<file path="config.mk">
export PLATFORM = sky130hd
export DESIGN_NAME = mprs_supervisor
export DESIGN_NICKNAME = d
export VERILOG_FILES = /design/src/include/mprs_pkg.sv /design/src/hw/mprs_rail_filter.sv /design/src/hw/mprs_supervisor.sv
export SDC_FILE = /design/constraint.sdc
export NUM_CORES = 1
export LEC_CHECK = 0
export BUFFER_PORTS_ARGS = -buffer_cell sky130_fd_sc_hd__buf_2
export CORE_ASPECT_RATIO = 0.9
export CORE_UTILIZATION = 35
export DETAILED_ROUTE_END_ITERATION = 8
export GPL_TIMING_DRIVEN = 0
export MAX_ROUTING_LAYER = met4
export PLACE_DENSITY = 0.59
export SLEW_MARGIN = 0
export SYNTH_ARGS = -nofsm -noshare
export SYNTH_HDL_FRONTEND = slang
export SYNTH_SLANG_ARGS = --single-unit
</file>
<file path="constraint.sdc">
create_clock -name ref_clk -period 4.3 [get_ports ref_clk]
set_input_delay 0.43 -clock ref_clk [delete_from_list [all_inputs] [get_ports ref_clk]]
set_output_delay 0.43 -clock ref_clk [all_outputs]
set_load 0.05 [all_outputs]
</file>
<file path="src/include/mprs_pkg.sv">
// Purpose: constants and types for the module power and reset supervisor
// Assumes: 40 MHz ref_clk
// Notes: times are given in microseconds and turned into cycle counts here
package mprs_pkg;
   localparam int CLK_MHZ = 40;
   // configuration timeout after the processor leaves reset
   localparam int CFG_TIMEOUT_US = 100000;
   localparam int CFG_TIMEOUT_CYC = CFG_TIMEOUT_US * CLK_MHZ;
   // default watchdog window, counted from the previous kick
   localparam int WD_OPEN_US = 1000;
   localparam int WD_CLOSE_US = 10000;
   localparam int WD_OPEN_CYC = WD_OPEN_US * CLK_MHZ;
   localparam int WD_CLOSE_CYC = WD_CLOSE_US * CLK_MHZ;
   // length of the warm reset pulse
   localparam int WARM_PULSE_US = 10;
   localparam int WARM_PULSE_CYC = WARM_PULSE_US * CLK_MHZ;
   // rail monitor low-pass filter length
   localparam int MON_FILT_US = 20;
   localparam int MON_FILT_CYC = MON_FILT_US * CLK_MHZ;
   localparam int CNT_W = 24;
   localparam int FILT_W = 12;
   // watchdog action per stage
   localparam logic [1:0] ACT_NONE = 2'h0;
   localparam logic [1:0] ACT_WARM = 2'h1;
   localparam logic [1:0] ACT_HARD = 2'h2;
   // one-time-programmable defaults
   localparam logic [1:0] OTP_WD_ACT1 = ACT_WARM;
   localparam logic [1:0] OTP_WD_ACT2 = ACT_HARD;
   localparam logic OTP_MON_ACT = 1'b1;
   localparam logic [FILT_W-1:0] OTP_MON_FILT = FILT_W'(MON_FILT_CYC);
   typedef enum logic [1:0] {XCV_STANDBY, XCV_NORMAL, XCV_SLEEP} mprs_xcv_t;
   typedef enum logic [2:0] {PWR_OFF, PWR_PMIC, PWR_RUN} mprs_pwr_t;
   typedef enum logic [1:0] {WD_IDLE, WD_ARMED, WD_WARM, WD_RECOVER} mprs_wd_t;
endpackage

</file>
<file path="src/hw/mprs_rail_filter.sv">
// Purpose: low-pass filter of one rail fault indication
// Assumes: fault input synchronous to ref_clk
// Notes: output rises only after the fault has held for flt_len cycles
`timescale 1ns/1ps
`default_nettype none
module mprs_rail_filter
   import mprs_pkg::*;
(
   // clock and reset
   input wire logic ref_clk,
   input wire logic reset,
   // filter
   input wire logic [FILT_W-1:0] flt_len,
   input wire logic fault_raw,
   output logic fault_ff
);
   logic [FILT_W-1:0] cnt_ff;
   logic [FILT_W-1:0] nxt_cnt;
   wire at_len = (cnt_ff >= flt_len);
   // a glitch restarts the count, so short excursions never reach the output
   assign nxt_cnt = !fault_raw ? '0 : (at_len ? cnt_ff : cnt_ff + 1'b1);
   always_ff @(posedge ref_clk)
   begin
      if (reset)
      begin
         cnt_ff <= '0;
         fault_ff <= 1'b0;
      end
      else
      begin
         cnt_ff <= nxt_cnt;
         fault_ff <= fault_raw && at_len;
      end
   end
endmodule
`default_nettype wire

</file>
<file path="src/hw/mprs_supervisor.sv">
// Operation
// - at power-up the transceiver controller starts in standby before anything else
// - in standby the regulator enable is driven active
// - regulator power good releases the power-management stage from reset
// - hard reset held until all generated rails are within range
// - processor configuration done moves transceiver from standby to normal
// - configuration timeout sends transceiver to sleep and drops regulator enable
// - bus wake-up in sleep returns to standby and re-enables regulator
// - first watchdog expiry asserts warm reset, not hard reset
// - expiry again after warm reset escalates to hard reset
// - watchdog window bounds and stage actions are programmable
// - under- or over-voltage on either processor rail forces hard reset
// - rail fault indications are low-pass filtered against short excursions
// - monitor settings default from OTP and are rewritable over I2C
// - inverted fatal fault output drives the transceiver reset
// - fatal fault puts transceiver to sleep and drops the inhibit output
// - re-enabling the regulator restarts the full power-up ordering
//
// Purpose: board power sequencing, watchdog and rail supervision for a radar module
// Assumes: all inputs synchronous to ref_clk; config writes arrive as decoded strobes
// Notes: configuration port stands in for the I2C register path of the PMIC
`timescale 1ns/1ps
`default_nettype none
module mprs_supervisor
   import mprs_pkg::*;
#(
   parameter int CFG_TIMEOUT = CFG_TIMEOUT_CYC,
   parameter int WD_OPEN = WD_OPEN_CYC,
   parameter int WD_CLOSE = WD_CLOSE_CYC,
   parameter int WARM_PULSE = WARM_PULSE_CYC
)
(
   // clock and reset
   input wire logic ref_clk,
   input wire logic reset,
   // power chain
   input wire logic reg_power_good,
   input wire logic rails_in_range,
   output logic reg_enable,
   output logic supply_inhibit_ctl,
   output logic pmic_reset_n,
   // transceiver side
   input wire logic xcv_config_done,
   input wire logic bus_wakeup,
   output logic xcv_normal,
   // processor side
   input wire logic watchdog_kick_in,
   input wire logic fatal_fault_n,
   output logic radar_hard_reset_n,
   output logic radar_warm_reset_n,
   output logic watchdog_reset_out,
   // rail monitor faults
   input wire logic proc_io_rail_uv,
   input wire logic proc_io_rail_ov,
   input wire logic proc_core_rail_uv,
   input wire logic proc_core_rail_ov,
   // configuration writes
   input wire logic cfg_wd_wr,
   input wire logic [CNT_W-1:0] cfg_wd_open,
   input wire logic [CNT_W-1:0] cfg_wd_close,
   input wire logic [1:0] cfg_wd_act1,
   input wire logic [1:0] cfg_wd_act2,
   input wire logic cfg_mon_wr,
   input wire logic [FILT_W-1:0] cfg_mon_filt,
   input wire logic cfg_mon_act
);
   function automatic logic [CNT_W-1:0] sat_inc(input logic [CNT_W-1:0] v);
      sat_inc = (&v) ? v : v + 1'b1;
   endfunction

   mprs_xcv_t xcv_ff;
   mprs_xcv_t nxt_xcv;
   mprs_pwr_t pwr_ff;
   mprs_pwr_t nxt_pwr;
   mprs_wd_t wd_ff;
   mprs_wd_t nxt_wd;
   logic [CNT_W-1:0] cfg_cnt_ff;
   logic [CNT_W-1:0] wd_cnt_ff;
   logic [CNT_W-1:0] wd_open_ff;
   logic [CNT_W-1:0] wd_close_ff;
   logic [1:0] wd_act1_ff;
   logic [1:0] wd_act2_ff;
   logic [FILT_W-1:0] mon_filt_ff;
   logic mon_act_ff;
   logic [3:0] rail_flt;
   logic hard_req;
   logic warm_req;

   // transceiver reset is the inverted fatal fault line
   wire xcv_rst = ~fatal_fault_n;

   // programmable watchdog and monitor settings, OTP defaults at reset
   always_ff @(posedge ref_clk)
   begin
      if (reset)
      begin
         wd_open_ff <= CNT_W'(WD_OPEN);
         wd_close_ff <= CNT_W'(WD_CLOSE);
         wd_act1_ff <= OTP_WD_ACT1;
         wd_act2_ff <= OTP_WD_ACT2;
         mon_filt_ff <= OTP_MON_FILT;
         mon_act_ff <= OTP_MON_ACT;
      end
      else
      begin
         if (cfg_wd_wr)
         begin
            wd_open_ff <= cfg_wd_open;
            wd_close_ff <= cfg_wd_close;
            wd_act1_ff <= cfg_wd_act1;
            wd_act2_ff <= cfg_wd_act2;
         end
         if (cfg_mon_wr)
         begin
            mon_filt_ff <= cfg_mon_filt;
            mon_act_ff <= cfg_mon_act;
         end
      end
   end

   // rail fault filters, one per monitored condition
   wire [3:0] rail_raw = {proc_core_rail_ov, proc_core_rail_uv, proc_io_rail_ov, proc_io_rail_uv};
   genvar gi;
   generate
      for (gi = 0; gi < 4; gi++)
      begin : g_flt
         mprs_rail_filter u_flt (
            .ref_clk(ref_clk),
            .reset(reset),
            .flt_len(mon_filt_ff),
            .fault_raw(rail_raw[gi]),
            .fault_ff(rail_flt[gi])
         );
      end
   endgenerate
   wire rail_fault = (|rail_flt) && mon_act_ff;

   // transceiver mode machine
   wire cfg_expired = (cfg_cnt_ff >= CNT_W'(CFG_TIMEOUT));
   always_comb
   begin
      nxt_xcv = xcv_ff;
      case (xcv_ff)
         XCV_STANDBY:
         begin
            if (xcv_rst)
               nxt_xcv = XCV_SLEEP;
            else if (xcv_config_done && pwr_ff == PWR_RUN)
               nxt_xcv = XCV_NORMAL;
            else if (cfg_expired)
               nxt_xcv = XCV_SLEEP;
         end
         XCV_NORMAL:
         begin
            if (xcv_rst)
               nxt_xcv = XCV_SLEEP;
         end
         XCV_SLEEP:
         begin
            // wake is ignored while the fault still holds the transceiver in reset
            if (bus_wakeup && !xcv_rst)
               nxt_xcv = XCV_STANDBY;
         end
         default: nxt_xcv = XCV_STANDBY;
      endcase
   end

   // configuration timer runs from the processor leaving reset
   wire [CNT_W-1:0] nxt_cfg_cnt = (xcv_ff == XCV_STANDBY && pwr_ff == PWR_RUN)
      ? sat_inc(cfg_cnt_ff) : '0;

   // power chain: regulator, power-management stage, processor
   wire reg_on = (nxt_xcv != XCV_SLEEP);
   always_comb
   begin
      nxt_pwr = pwr_ff;
      case (pwr_ff)
         PWR_OFF:
         begin
            if (reg_on && reg_power_good)
               nxt_pwr = PWR_PMIC;
         end
         PWR_PMIC:
         begin
            if (!reg_on || !reg_power_good)
               nxt_pwr = PWR_OFF;
            else if (rails_in_range)
               nxt_pwr = PWR_RUN;
         end
         PWR_RUN:
         begin
            // losing the regulator restarts the full ordering
            if (!reg_on || !reg_power_good)
               nxt_pwr = PWR_OFF;
            else if (!rails_in_range)
               nxt_pwr = PWR_PMIC;
         end
         default: nxt_pwr = PWR_OFF;
      endcase
   end

   // window watchdog: kick must fall between open and close counts
   wire kick_early = watchdog_kick_in && (wd_cnt_ff < wd_open_ff);
   wire kick_ok = watchdog_kick_in && !kick_early;
   wire wd_late = (wd_cnt_ff >= wd_close_ff);
   wire wd_expire = kick_early || wd_late;
   wire warm_done = (wd_cnt_ff >= CNT_W'(WARM_PULSE));
   wire wd_run = (pwr_ff == PWR_RUN);
   always_comb
   begin
      nxt_wd = wd_ff;
      case (wd_ff)
         WD_IDLE:
         begin
            if (wd_run)
               nxt_wd = WD_ARMED;
         end
         WD_ARMED:
         begin
            if (wd_expire)
               nxt_wd = (wd_act1_ff == ACT_NONE) ? WD_ARMED : WD_WARM;
         end
         WD_WARM:
         begin
            if (warm_done)
               nxt_wd = WD_RECOVER;
         end
         WD_RECOVER:
         begin
            // only a good kick proves the processor came back
            if (kick_ok)
               nxt_wd = WD_ARMED;
            else if (wd_expire)
               nxt_wd = WD_IDLE;
         end
         default: nxt_wd = WD_IDLE;
      endcase
      if (!wd_run)
         nxt_wd = WD_IDLE;
   end
   wire wd_restart = (nxt_wd != wd_ff) || kick_ok;
   wire [CNT_W-1:0] nxt_wd_cnt = wd_restart ? '0 : sat_inc(wd_cnt_ff);

   wire act1_hard = (wd_act1_ff == ACT_HARD);
   // a power drop also sends the watchdog idle; only a real second expiry escalates
   wire esc_hard = (wd_ff == WD_RECOVER) && wd_run && wd_expire && !kick_ok
      && (wd_act2_ff != ACT_NONE);
   wire stage1 = (wd_ff == WD_ARMED) && (nxt_wd == WD_WARM);
   wire wd_hard = esc_hard || (stage1 && act1_hard);
   // hard reset wins: warm reset is suppressed while hard_req is set
   assign hard_req = (nxt_pwr != PWR_RUN) || rail_fault || wd_hard;
   assign warm_req = (nxt_wd == WD_WARM) && !act1_hard && !hard_req;

   always_ff @(posedge ref_clk)
   begin
      if (reset)
      begin
         xcv_ff <= XCV_STANDBY;
         pwr_ff <= PWR_OFF;
         wd_ff <= WD_IDLE;
         cfg_cnt_ff <= '0;
         wd_cnt_ff <= '0;
      end
      else
      begin
         xcv_ff <= nxt_xcv;
         pwr_ff <= (rail_fault && nxt_pwr == PWR_RUN) ? PWR_PMIC : nxt_pwr;
         wd_ff <= nxt_wd;
         cfg_cnt_ff <= nxt_cfg_cnt;
         wd_cnt_ff <= nxt_wd_cnt;
      end
   end

   // registered outputs
   always_ff @(posedge ref_clk)
   begin
      if (reset)
      begin
         reg_enable <= 1'b1;
         supply_inhibit_ctl <= 1'b1;
         pmic_reset_n <= 1'b0;
         xcv_normal <= 1'b0;
         radar_hard_reset_n <= 1'b0;
         radar_warm_reset_n <= 1'b1;
         watchdog_reset_out <= 1'b0;
      end
      else
      begin
         supply_inhibit_ctl <= reg_on;
         reg_enable <= reg_on;
         pmic_reset_n <= (nxt_pwr != PWR_OFF);
         xcv_normal <= (nxt_xcv == XCV_NORMAL);
         radar_hard_reset_n <= ~hard_req;
         radar_warm_reset_n <= ~warm_req;
         watchdog_reset_out <= warm_req || wd_hard;
      end
   end
endmodule
`default_nettype wire

</file>
==> impl_metrics.env <==
export IMPL_status="finished with violations"
export IMPL_violations="DRC"
export IMPL_core_um2=27400
export IMPL_synthArstFlopShare_pct=0
export IMPL_timing_setup_tns_ns=0
export IMPL_ys_flop_type="dfxtp_1"
export IMPL_syn_mean_instance_area_um2=8.59
export IMPL_grt_pass1_vias=7889
export IMPL_final_common_cell="dfxtp_1"
export IMPL_p_int_uw=2890
export IMPL_p_leak_uw=0.00485
export IMPL_mappedNetlistArea_um2=9870
export IMPL_critPathMaxFanout=10
export IMPL_endpoint="wd_cnt_ff[8]$_SDFFE_PP0N_"
export IMPL_route_detailed_drc=12
export IMPL_r2r_cells=9
export IMPL_grt_first_pass_wirelength_mm=41.3
export IMPL_insertion_delay_ns=0.44
export IMPL_place_congestion=0.882
export IMPL_rsz0062_at_grt="false"
export IMPL_crit_start="wd_cnt_ff[19]$_SDFFE_PP0N_"
export IMPL_postRouteAntennaNets=0
export IMPL_cp_slowest_cell="nor4_1"
export IMPL_cp_end_kind="register"
export IMPL_reg2reg_slack_ns=1.00
export IMPL_io_buffers=83
export IMPL_cts_made_buffers=17
export IMPL_holdBufCountCts=0
export IMPL_slowest_delay_ns=0.69
export IMPL_power_frac_comb_pct=8.3
export IMPL_crit_type="register to register"
export IMPL_nets=1433
export IMPL_p_switching_uw=878
export IMPL_slew_viol_final=0
export IMPL_place_detailed_hpwl_mm=19.3
export IMPL_htree_levels=4
export IMPL_reg2reg_to="wd_cnt_ff[8]$_SDFFE_PP0N_"
export IMPL_fin_crit_sh_pct=76.7
export IMPL_max_slew_margin_pct=35.7
export IMPL_dieArea_um2=28900
export IMPL_start_util_pct=36.0
export IMPL_powerDensity_nw_per_um2=331
export IMPL_syn_nets=1331
export IMPL_syn_inst=1149
export IMPL_track_usage_pct=18.9
export IMPL_clock_fmax_ghz=0.303
export IMPL_overflow=0
export IMPL_critPathBufInv=1
export IMPL_antenna_found_initial=0
export IMPL_final_cell_mix="178 x dfxtp_1, 127 x nor2_1, 103 x ha_1"
export IMPL_rr_startpoint="wd_cnt_ff[19]$_SDFFE_PP0N_"
export IMPL_die_y_um=161
export IMPL_clkPwrFrac_pct=46.0
export IMPL_drtIter0Drc=379
export IMPL_ioPinCount=86
export IMPL_clockBufferDepth=2
export IMPL_drt_pass1_iterations=6
export IMPL_setup_viol=0
export IMPL_grt_max_degree=17
export IMPL_drt_wl_total_mm=25.6
export IMPL_ys_warn_count=0
export IMPL_min_period_ns=3.30
export IMPL_cts_tree="yes"
export IMPL_synth_distinct_cells=67
export IMPL_cp_start_kind="register"
export IMPL_worst_ir_drop_vdd_v=0.000258
export IMPL_maxCapViolations=0
export IMPL_timing_hold_ws_ns=0.224
export IMPL_wl_per_cell_um=15.8
export IMPL_worstPathArrival_ns=3.61
export IMPL_post_cts_setup_buffer_count=0
export IMPL_drive_above_1_share_pct=11.3
export IMPL_ys_ff_latch=178
export IMPL_hold_path_class="primary input to register"
export IMPL_rows=57
export IMPL_netSwitchingFraction_pct=23.3
export IMPL_fillers=2765
export IMPL_hold_viol=0
export IMPL_via_per_inst=5.14
export IMPL_crit_chain="ha_1, nand4_1, nor4_1, nand2_1, o211ai_1, a211oi_2, nor2_1, buf_2, nor3_1"
export IMPL_area_delta_synth_final_pct=15.2
export IMPL_seq_area_frac_synth_pct=36.1
export IMPL_clkSinkCount=178
export IMPL_cts_resized=0
export IMPL_die_x_um=179
export IMPL_critPathTopFamily="simple AND/OR/NAND/NOR gates"
export IMPL_worst_pin_slew_ns=0.965
export IMPL_finClkSkew_ns=0.0165
export IMPL_power_uw=3770
export IMPL_worst_path_stages=9
export IMPL_clkTransAtPathRegs_ns=0.07
export IMPL_cp_data_required_time_ns=4.61
export IMPL_synth_edff_count=0
export IMPL_antennaDiodeCount=0
export IMPL_vias=8312
export IMPL_seqPwrFrac_pct=45.7
export IMPL_clockRootBuffer="clkbuf_16"
metal layers:
metal | part of all wire, % | GRT usage [%]
met4 | 1.4 | 5.16
met3 | 4.1 | 3.27
met1 | 50 | 25.7
met5 | 0 | -
met2 | 44 | 28.6
state kept, by name (all words and copies together) (netlist names):
name,cells
wd_cnt_ff,24
wd_act1_ff,2
wd_ff,2
supply_inhibit_ctl,1
cfg_cnt_ff,24
xcv_ff,2
xcv_normal,1
g_flt.u_flt.fault_ff,4
pmic_reset_n,1
wd_open_ff,24
pwr_ff,3
watchdog_reset_out,1
mon_act_ff,1
wd_act2_ff,2
mon_filt_ff,12
g_flt.u_flt.cnt_ff,48
radar_hard_reset_n,1
wd_close_ff,24
radar_warm_reset_n,1
worst register-to-register path, delay by kind of cell (launching register included):
family | cells | cell delay (ns)
AOI/OAI and AO/OA | 2 | 0.45
and+or+nand+nor | 5 | 1.60
DFF | 1 | 0.41
buffers and inverters | 1 | 0.36
adders and majority gates | 1 | 0.36
worst min path at each step:
stage                               startpoint                     endpoint  slack, ns  cells past startpoint
floorplan           wd_act2_ff[1]$_SDFFE_PP1P_   wd_act2_ff[1]$_SDFFE_PP1P_       0.44                      2
global placement       mon_act_ff$_SDFFE_PP1P_      mon_act_ff$_SDFFE_PP1P_       0.46                      2
detailed placement     mon_act_ff$_SDFFE_PP1P_      mon_act_ff$_SDFFE_PP1P_       0.47                      2
CTS                            cfg_mon_filt[5]  mon_filt_ff[5]$_SDFFE_PP1P_       0.21                      3
global route                   cfg_wd_close[0]  wd_close_ff[0]$_SDFFE_PP0P_       0.22                      3
finish                         cfg_wd_open[13]  wd_open_ff[13]$_SDFFE_PP0P_       0.22                      3
synth_stat cells, drive strengths merged (25+ instances only):
cell    number  area share, %
dfxtp      178             36
nor2       127            4.8
ha         103             13
nand2       90            3.4
inv         86            3.3
a21oi       54            2.7
mux2i       52            5.3
nand3       41            2.1
o21ai       39            2.0
nor3        38            2.2
xor2        35            3.1
nand4       34            2.2
clkbuf      29            1.1
o211ai      26            2.0
xnor2       25            2.2
power groups by stage:
stage,Clock [uW],Sequential (uW),Combinational [uW]
finish,1730,1720,313
global route,1840,1730,355
CTS,1770,1720,316
detailed placement,0,1760,314
global placement,0,1760,308
floorplan,0,1750,198
area by class of cell:
cell class              instances  area [um2]  share of cell area, %
flip-flops and latches        178        3560                   31.3
repair buffers                 83         415                   3.65
clock buffers                  21         470                   4.14
inverters                      86         323                   2.84
multi-input cells             843        5800                   51.0
clock inverters                 9         176                   1.55
well taps                     354         443                   3.89
plain buffers                  42         188                   1.65
logic make-up after synthesis:
family                     count (synthesis)  share of synthesized area, %
other                                      1                        0.0380
and+or+nand+nor                          437                          22.3
muxes                                     52                          5.27
AOI/OAI and AO/OA                        190                          12.8
buffers and inverters                    128                          5.17
xor gates and xnor gates                  60                          5.32
DFF                                      178                          36.1
adders and majority gates                103                          13.1
per-stage QoR:
stage,instances,worst slack (ns),area (um2),utilization [%]
final,1616,1.00,11400,41.5
after global routing,1616,0.810,11400,41.5
after CTS,1616,1.08,11400,41.5
after detailed placement,1586,1.08,10700,39.2
after global placement,1586,1.07,10700,39.2
after floorplan,1149,2.00,9870,-
Power figures use the tool's default switching activity.
